--- src/core/mclr_pkg.sv ---
package mclr_pkg;
  // ---------------------------------------------------------------
  // Register map (byte addresses)
  // ---------------------------------------------------------------
  localparam logic [11:0] ADDR_PRIMARY_CFG = 12'h000;
  localparam logic [11:0] ADDR_TEST_TWO    = 12'h004;
  localparam logic [11:0] ADDR_TEST_THREE  = 12'h008;
  localparam logic [11:0] ADDR_TEST_FOUR   = 12'h00c;
  localparam logic [11:0] ADDR_STATUS      = 12'h010;
  // ---------------------------------------------------------------
  // Primary configuration fields
  // ---------------------------------------------------------------
  localparam int BIT_RUN_ENABLE    = 0;
  localparam int BIT_LOCK          = 1;
  localparam int BIT_READY         = 2;
  localparam int BIT_FAN_FULL      = 3;
  localparam int BIT_SPINUP_MODE   = 4;
  localparam int BIT_TIMEOUT_OFF   = 5;
  localparam int BIT_SUPPLY_SCALE  = 6;
  localparam int BIT_OFFSET_FORMAT = 7;
  // ---------------------------------------------------------------
  // Reset values and timing
  // ---------------------------------------------------------------
  localparam logic [7:0] RST_PRIMARY_CFG = 8'h01;
  localparam logic [7:0] RST_TEST        = 8'h00;
  localparam int         CLK_FREQ_HZ     = 40000000;
  localparam int         POWERUP_TIME_US = 10;
  localparam int         POWERUP_CYCLES  = (POWERUP_TIME_US * (CLK_FREQ_HZ / 1000000));
  localparam int         NUM_TEST_REGS   = 3;
endpackage

--- src/core/mclr_config_lock.sv ---
// What this block does
// Run enabled: use programmed limits
// Run off: defaults, keep programmed limits
// Lock freezes the run enable bit
// Software programs limits before run
// Lock is write-once until power cycle
// Writes to locked fields silently ignored
// Ready flag set after power-up
// Override bit forces fans full speed
// Override bit never locked
// Spin-up mode holds drive whole timeout
// Timeout-off bit disables bus timeout
// Supply scale: 1 is 5V, 0 is 3.3V
// Format bit: 0 binary, 1 offset
// Power-on value is 0x01
//
// Decided for this implementation: the APB interface to the registers.
`timescale 1ns/100ps
`default_nettype none
module mclr_config_lock
  import mclr_pkg::*;
#(
  parameter int POWERUP_CYC = POWERUP_CYCLES
) (
  // Clock and reset
  input  wire logic        core_clk,
  input  wire logic        rst_n,
  // APB slave
  input  wire logic        psel,
  input  wire logic        penable,
  input  wire logic        pwrite,
  input  wire logic [11:0] paddr,
  input  wire logic [31:0] pwdata,
  input  wire logic [3:0]  pstrb,
  output var  logic [31:0] prdata,
  output logic             pready,
  output logic             pslverr,
  // Block controls
  output logic             useProgrammedLimits,
  output logic             limitsLocked,
  output logic             deviceReady,
  output logic             fan_full_override,
  output logic             spinup_pulse_mode_off,
  output logic             bus_timeout_off,
  output logic             supplyScale5v,
  output logic             temp_offset_format
);
  // ---------------------------------------------------------------
  // Bus decode
  // ---------------------------------------------------------------
  wire accessPhase = psel & penable;
  wire wrEn        = accessPhase & pwrite & pstrb[0];
  wire selCfg      = (paddr == ADDR_PRIMARY_CFG);
  wire selT2       = (paddr == ADDR_TEST_TWO);
  wire selT3       = (paddr == ADDR_TEST_THREE);
  wire selT4       = (paddr == ADDR_TEST_FOUR);
  wire selStat     = (paddr == ADDR_STATUS);
  wire mapped      = selCfg | selT2 | selT3 | selT4 | selStat;

  assign pready  = 1'b1;
  assign pslverr = accessPhase & ~mapped;

  // ---------------------------------------------------------------
  // Storage
  // ---------------------------------------------------------------
  logic [7:0] cfgFf;
  logic [7:0] nxt_cfgFf;
  logic [7:0] testFf [NUM_TEST_REGS];
  logic [7:0] rdataMux;
  logic [31:0] prdataFf;
  logic       readyFlag;
  wire  [7:0] wByte  = pwdata[7:0];
  wire        lockOn = cfgFf[BIT_LOCK];

  mclr_powerup_timer #(
    .CYCLES (POWERUP_CYC)
  ) uPowerup (
    .core_clk  (core_clk),
    .rst_n     (rst_n),
    .readyFlag (readyFlag)
  );

  // Next value of the primary configuration register
  always_comb begin
    nxt_cfgFf = cfgFf;
    if (wrEn && selCfg) begin
      // override always writable
      nxt_cfgFf[BIT_FAN_FULL] = wByte[BIT_FAN_FULL];
      // locked writes ignored
      if (!lockOn) begin
        // run bit frozen by lock
        nxt_cfgFf[BIT_RUN_ENABLE]    = wByte[BIT_RUN_ENABLE];
        nxt_cfgFf[BIT_SPINUP_MODE]   = wByte[BIT_SPINUP_MODE];
        nxt_cfgFf[BIT_TIMEOUT_OFF]   = wByte[BIT_TIMEOUT_OFF];
        nxt_cfgFf[BIT_SUPPLY_SCALE]  = wByte[BIT_SUPPLY_SCALE];
        nxt_cfgFf[BIT_OFFSET_FORMAT] = wByte[BIT_OFFSET_FORMAT];
        // write-once lock
        nxt_cfgFf[BIT_LOCK]          = wByte[BIT_LOCK];
      end
    end
    // Ready is hardware owned, never stored from the bus
    nxt_cfgFf[BIT_READY] = 1'b0;
  end

  // ---------------------------------------------------------------
  // Registers
  // ---------------------------------------------------------------
  // power-on value
  always_ff @(posedge core_clk) begin
    if (!rst_n) begin
      cfgFf <= RST_PRIMARY_CFG;
    end else begin
      cfgFf <= nxt_cfgFf;
    end
  end

  // Test registers are lockable like the limits
  genvar gi;
  generate
    for (gi = 0; gi < NUM_TEST_REGS; gi++) begin : gTest
      wire hit = (gi == 0) ? selT2 : ((gi == 1) ? selT3 : selT4);
      always_ff @(posedge core_clk) begin
        if (!rst_n) begin
          testFf[gi] <= RST_TEST;
        // locked test regs
        end else if (wrEn && hit && !lockOn) begin
          testFf[gi] <= wByte;
        end
      end
    end
  endgenerate

  // ---------------------------------------------------------------
  // Read path
  // ---------------------------------------------------------------
  // ready flag readback
  assign rdataMux = selCfg  ? {cfgFf[7:3], readyFlag, cfgFf[1:0]} :
                    selT2   ? testFf[0] :
                    selT3   ? testFf[1] :
                    selT4   ? testFf[2] :
                    selStat ? {6'h00, readyFlag, lockOn} : 8'h00;

  // Read data is registered in the setup cycle, valid in access
  always_ff @(posedge core_clk) begin
    if (!rst_n) begin
      prdataFf <= 32'h00000000;
    end else if (psel && !penable && !pwrite) begin
      prdataFf <= {24'h000000, rdataMux};
    end
  end
  assign prdata = prdataFf;

  // ---------------------------------------------------------------
  // Block controls
  // ---------------------------------------------------------------
  // programmed limits when running
  // defaults otherwise, limits kept
  assign useProgrammedLimits   = cfgFf[BIT_RUN_ENABLE];
  assign limitsLocked          = lockOn;
  assign deviceReady           = readyFlag;
  // fans full speed
  assign fan_full_override     = cfgFf[BIT_FAN_FULL];
  // spin-up held for timeout
  assign spinup_pulse_mode_off = cfgFf[BIT_SPINUP_MODE];
  // bus timeout disable
  assign bus_timeout_off       = cfgFf[BIT_TIMEOUT_OFF];
  // supply scaling
  assign supplyScale5v         = cfgFf[BIT_SUPPLY_SCALE];
  // temperature format
  assign temp_offset_format    = cfgFf[BIT_OFFSET_FORMAT];
endmodule
`default_nettype wire

--- src/core/mclr_powerup_timer.sv ---
`timescale 1ns/100ps
`default_nettype none
module mclr_powerup_timer
  import mclr_pkg::*;
#(
  parameter int CYCLES = POWERUP_CYCLES
) (
  // Clock and reset
  input  wire logic core_clk,
  input  wire logic rst_n,
  // Status
  output var  logic readyFlag
);
  logic [15:0] countFf;
  logic        readyFf;
  wire         countDone = (countFf == 16'(CYCLES - 1));

  always_ff @(posedge core_clk) begin
    if (!rst_n) begin
      countFf <= 16'h0000;
      readyFf <= 1'b0;
    end else if (!readyFf) begin
      countFf <= countFf + 16'h0001;
      readyFf <= countDone;
    end
  end

  assign readyFlag = readyFf;
endmodule
`default_nettype wire

--- config.mk ---
export PLATFORM = sky130hd
export DESIGN_NAME = mclr_config_lock
export DESIGN_NICKNAME = d
export VERILOG_FILES = /design/src/core/mclr_pkg.sv /design/src/core/mclr_config_lock.sv /design/src/core/mclr_powerup_timer.sv
export SDC_FILE = /design/constraint.sdc
export NUM_CORES = 1
export LEC_CHECK = 0
export ABC_AREA = 1
export BUFFER_PORTS_ARGS = -buffer_cell sky130_fd_sc_hd__clkbuf_2
export CAP_MARGIN = 20
export CORE_MARGIN = 4
export CORE_UTILIZATION = 55
export DETAILED_ROUTE_END_ITERATION = 16
export GPL_ROUTABILITY_DRIVEN = 1
export PLACE_DENSITY = 0.9
export SYNTH_ARGS = -nofsm -noshare
export SYNTH_HDL_FRONTEND = slang
export SYNTH_SLANG_ARGS = --single-unit
--- constraint.sdc ---
create_clock -name core_clk -period 3 [get_ports core_clk]
set_input_delay 0.6 -clock core_clk [delete_from_list [all_inputs] [get_ports core_clk]]
set_output_delay 0.6 -clock core_clk [all_outputs]
set_load 0.02 [all_outputs]
======== Yosys cells after proc, flatten, opt, wreduce, memory -nomap -nowiden ========
Memory sizes are Yosys's and may differ from the RTL's.
Index checks and enable logic that the tools add are counted.
storage, ports and cells
  flip-flop bits (word level) ............. 32
  bits in writable memories ............... 24
  bits of input ports ..................... 53
  output and inout bits ................... 42
  logic and storage cells ................. 59
  memories kept ........................... 1
operators by class
  add/subtract/negate cells ............... 1
  equal/unequal tests ..................... 5
  muxes and demuxes ....................... 20
  bitwise operators ....................... 13
  reduce and logical (&&, ||, !) cells .... 14
memory list
  name    depth  width  read ports  clocked after Yosys merged registers in  write ports  line                    text
  testFf  3      8      3           0                                        3            mclr_config_lock.sv:68  logic [7:0] testFf [NUM_TEST_REGS];
operators by type and width
  operator                                         number
  2-to-1 mux 8 bit                                 7
  == test 12 x 4 -> 1 bit (second input constant)  2
  adder 16 x 1 -> 16 bit (second input constant)   1
  == test 16 x 9 -> 1 bit (second input constant)  1
  == test 12 x 3 -> 1 bit (second input constant)  1
  == test 12 x 5 -> 1 bit (second input constant)  1
  zero test 12 bit                                 1
  2-to-1 mux 1 bit                                 11
  logical AND 1 bit                                9
  bitwise OR 1 bit                                 7
  bitwise AND 1 bit                                4
  2-to-1 mux 2 bit                                 2
  zero test 1 bit                                  3
  inverter 1 bit                                   2
  AND reduction 2 bit                              1

======== Depth between registers and ports, before layout ========
  word-level depth ........................ 9
  depth in mapped cells ................... 11
  depth with buffers taken out ............ 11

======== Cells and area by module ========
From an unflattened synthesis, not the netlist that was laid out.
unflattened totals
  cells, all modules ...................... 392
  area total of the unflattened synthesis .. 3075.4 um2
by module, submodules not included
  module              times used  cells an instance  area each (um2)  seq. area each (um2)
  mclr_config_lock    1           253                2173.3           1021.0
  mclr_powerup_timer  1           139                902.1            340.3

======== Worst setup path before layout ========
Ideal clock, no wire load.
  path kind ............................... input to register
  start ................................... input port paddr[1]
  end ..................................... memory testFf[1][0] (enable)
  setup time .............................. 0.387 ns
  arrival ................................. 1.763 ns
  data required time ...................... 2.613 ns
  slack ................................... 0.851 ns
  stages on the path ...................... 5
  path buffers ............................ 0
  cells stage by stage .................... nor2_2 -> inv_1 -> nor2_1 -> nand3_1 -> o31ai_1
RTL lines
  item             line                    text
  start, declared  mclr_config_lock.sv:32  input wire logic [11:0] paddr,
  end, declared    mclr_config_lock.sv:68

======== Final worst setup path ========
  start ................................... input port paddr[9]
  end ..................................... output port pslverr
between the ends
  longest elaborated chain between the ends .. 7
  elaborated cells between the ends (all ways) .. 11
  classes of those cells .................. 4 x eq/ne; 6 x bitwise; 1 x reduce/logical
RTL lines
  item                                                         line                                            text
  == test 12 x 3 -> 1 bit or zero test 12 bit (tied branches)  mclr_config_lock.sv:54, mclr_config_lock.sv:53
  bitwise OR 1 bit (3 in a row)                                mclr_config_lock.sv:58                          wire mapped = selCfg | selT2 | selT3 | selT4 | selStat;
  bitwise OR 1 bit (*)                                         mclr_config_lock.sv:58
  inverter 1 bit (*)                                           mclr_config_lock.sv:61                          assign pslverr = accessPhase & ~mapped;
  bitwise AND 1 bit (*)                                        mclr_config_lock.sv:61
  end, declared                                                mclr_config_lock.sv:37                          output logic pslverr,
Mark *: on every way between the ends. The rest lies on a longest branch, timed or not.

==> out/metrics.csv <==
stage,metric,value,unit
status,outcome,"finished, final reports clean",
setup_path,Setup crit start kind,input port,
cts,Clock transition at path regs,0.10,ns
finish,share of layout cells above drive strength 1,0.197,
yosys,Synth Area in Compound Gates,0.0944,
detailed_routing,DR vias,2598,
finish,P&R area growth vs syn,10.4,%
setup_path,crit-path most repeated cell,clkbuf_2,
setup_path,Setup crit end kind,output port,
sta,Final Critical Period,2.20,ns
cts,H-tree depth,2,
yosys,post-synthesis mux area share,0,
cts,Longest Clk Path Bufs,2,
setup_path,crit path cell chain,"clkbuf_2, nor2_1, nand2_1, inv_2, nand2_2, nor2_2, a211oi_1, clkbuf_2",
sta,Final Slew Violations,0,
sta,period utilization,0.734,
floorplanning,# rows,26,
sta,hold slack,0.473,ns
sta,Clock Skews,0.00437,ns
sta,Max transition margin,0.607,
yosys,asr flop ratio synth,0,
global_routing,initial antenna violation count,0,
job,maxcap violations,0,
cts,Post-CTS Resized,0,
power_and_ir_drop,Max VDD drop,0.000299,V
cts,CTS Sinks,56,
cts,Root Driver,clkbuf_8,
power_and_ir_drop,Pwr Density,437,nW/um^2
placement,hpwl dp,4910,um
yosys,largest family of logic cells by synthesized area,simple AND/OR/NAND/NOR gates,
sta,fmax,454,MHz
yosys,"Top FF cell, synth",dfxtp_1,
setup_path,CP max FO,10,
yosys,post-synthesis average cell area,7.89,um^2
setup_path,Buffers & Inverters on Critical Path,3,
power_and_ir_drop,Leakage Power,1.45,nW
cts,cts bufs inserted,5,
yosys,Simple-Gate Fraction of Synth Area,0.293,
placement,routability cong.,0.896,
global_routing,GR Util All Layers,0.201,
detailed_routing,Post-route DRC,0,
hold_path,Hold WC Path Type,reg -> reg,
detailed_routing,Final ANT Viol Nets,0,
power_and_ir_drop,Design Power,1.43,mW
yosys,Yosys warning count,0,
floorplanning,Die W,81.5,um
yosys,"EDFF count, synth",24,
finish,ANT cells,0,
yosys,Yosys reg bits,56,
sta,endpoints failing setup,0,
finish,area of the multi-input gates,1270,um^2
detailed_routing,Routed WL,6390,um
floorplanning,Die H,81.5,um
floorplanning,die area,6640,um^2
finish,design area,3280,um^2
yosys,cell with the most instances after synthesis,nor2_1,
yosys,area share of the leading cell type in the synthesized netlist,0.243,
yosys,Synth cell types,34,
finish,register area,1360,um^2
detailed_routing,wire length per cell,13.0,um
sta,setup TNS,0,ns
global_routing,vias in the first global route,2390,
placement,DP Area,3160,um^2
yosys,leading area contributor after synthesis,edfxtp_1,
floorplanning,Initial Utilization,0.574,
setup_path,crit-path max cell delay,0.22,ns
setup_path,worst endpoint data arrival time,1.60,ns
floorplanning,I/O pins,95,
detailed_routing,starting DRC count in detailed routing,266,
detailed_routing,first-pass iteration count of the detailed router,5,
finish,Non-Filler Instances,492,
global_routing,grt total ovfl,0,
setup_path,CP max stage cell,nor2_2,
finish,Fillers,459,
global_routing,first-pass GRT wire length,10300,um
setup_path,CP required,2.40,ns
yosys,Mapped Cells,376,
cts,CTS tree,built,
yosys,synth top area cells,"edfxtp_1 (24%), dfxtp_1 (22%), nor2_1 (6.8%)",
finish,layout net count,475,
yosys,Synth top cells by count,"nor2_1 (54), nand2_1 (53), inv_1 (49)",
setup_path,WS Path Type,in -> out,
sta,final hold vios,0,
sta,Worst-Margin Slew,0.584,ns
yosys,Post-Synth XOR/XNOR Area,0.00295,
yosys,sequential fraction of the synthesis area,0.459,
floorplanning,Core ar.,5170,um^2
placement,placed cell count,484,
cts,Hold Buf Count CTS,0,
cts,Clock Latency Late Sink,0.31,ns
cts,Post-CTS Setup Inserts,0,
sta,RSZ-0062 raised after global routing,false,
global_routing,largest net degree at the start of global routing,30,
placement,IO buf count,42,
yosys,Adder-Cell Fraction of Synth Area,0.00422,
setup_path,Top delay family on crit path,simple AND/OR/NAND/NOR gates,
detailed_routing,Via density,5.28,
yosys,synthesized area,2970,um^2
cell families (layout without fill, tap and decap cells):
logic type | Yosys count | count (layout)
buffers and inverters | 86 | 109
AOI/OAI and AO/OA | 54 | 54
adders and majority gates | 1 | 1
and+or+nand+nor | 176 | 176
other | 2 | 25
DFF | 56 | 56
xor gates and xnor gates | 1 | 1
sequential cells by signal (all words and copies together), names as in the netlist:
register            cells
cfgFf                   7
prdata                  8
testFf                 24
uPowerup.countFf       16
uPowerup.readyFlag      1
worst min-delay path: stages (launching register included):
cell	delay [ns]
dfxtp_1	0.32
nand2_1	0.06
a21oi_1	0.05
worst paths after layout:
kind	slack, ns	start	depth (start not counted)	to
worst min-delay path	0.47	prdata[0]	2	prdata[0]
worst max-delay path	0.80	paddr[9]	8	pslverr
worst max register to register	1.18	cfgFf[1]	4	testFf[0][3]
worst min register to register	0.47	prdata[0]	2	prdata[0]
per-stage QoR:
stage | util | setup slack [ns]
final | 0.633 | 0.798
after global routing | 0.633 | 0.744
after CTS | 0.633 | 0.801
after detailed placement | 0.612 | 0.645
after global placement | 0.612 | 0.709
after floorplan | - | 0.851
layer usage:
| layer | track usage | wire [um] | vias to the layer above |
|---|---|---|---|
| met4 | 0.0574 | 133 | 0 |
| met5 | 0 | 0 | - |
| li1 | - | - | 1266 |
| met3 | 0.0417 | 620 | 18 |
| met1 | 0.254 | 2660 | 1184 |
| met2 | 0.348 | 2970 | 130 |
cell type report:
cell class              count  share of cell area
flip-flops and latches     56               0.416
multi-input cells         257               0.387
repair buffers             46              0.0733
inverters                  55              0.0638
well taps                  70              0.0267
clock buffers               5              0.0210
clock inverters             3              0.0130
placed cells by master, fill, tap and decap left out:
cell type,n
clkinv_1,1
buf_4,4
ha_1,1
a211oi_1,1
a21oi_1,22
nor2_2,8
inv_1,49
o211ai_1,1
dfxtp_1,32
o21a_1,1
clkinvlp_2,1
nor2_1,54
nand3_2,4
clkinvlp_4,1
nand4_2,3
nand2_2,2
nand2_1,53
or2_1,1
edfxtp_1,24
nand4_1,6
nand3b_1,1
nor3_1,9
nand3_1,25
inv_4,1
o31ai_1,1
nor4_1,3
o21ai_0,28
nor2_4,3
nor3_4,2
conb_1,25
clkbuf_8,5
inv_2,4
xor2_1,1
nand2_4,2
clkbuf_2,42
bufinv_16,1
power by group:
group	leakage, nW	internal, mW	switching (mW)
combinational	0.910	0.0304	0.0862
sequential	0.487	0.815	0.0103
clock	0.0503	0.247	0.243
Power figures use the tool's default switching activity.
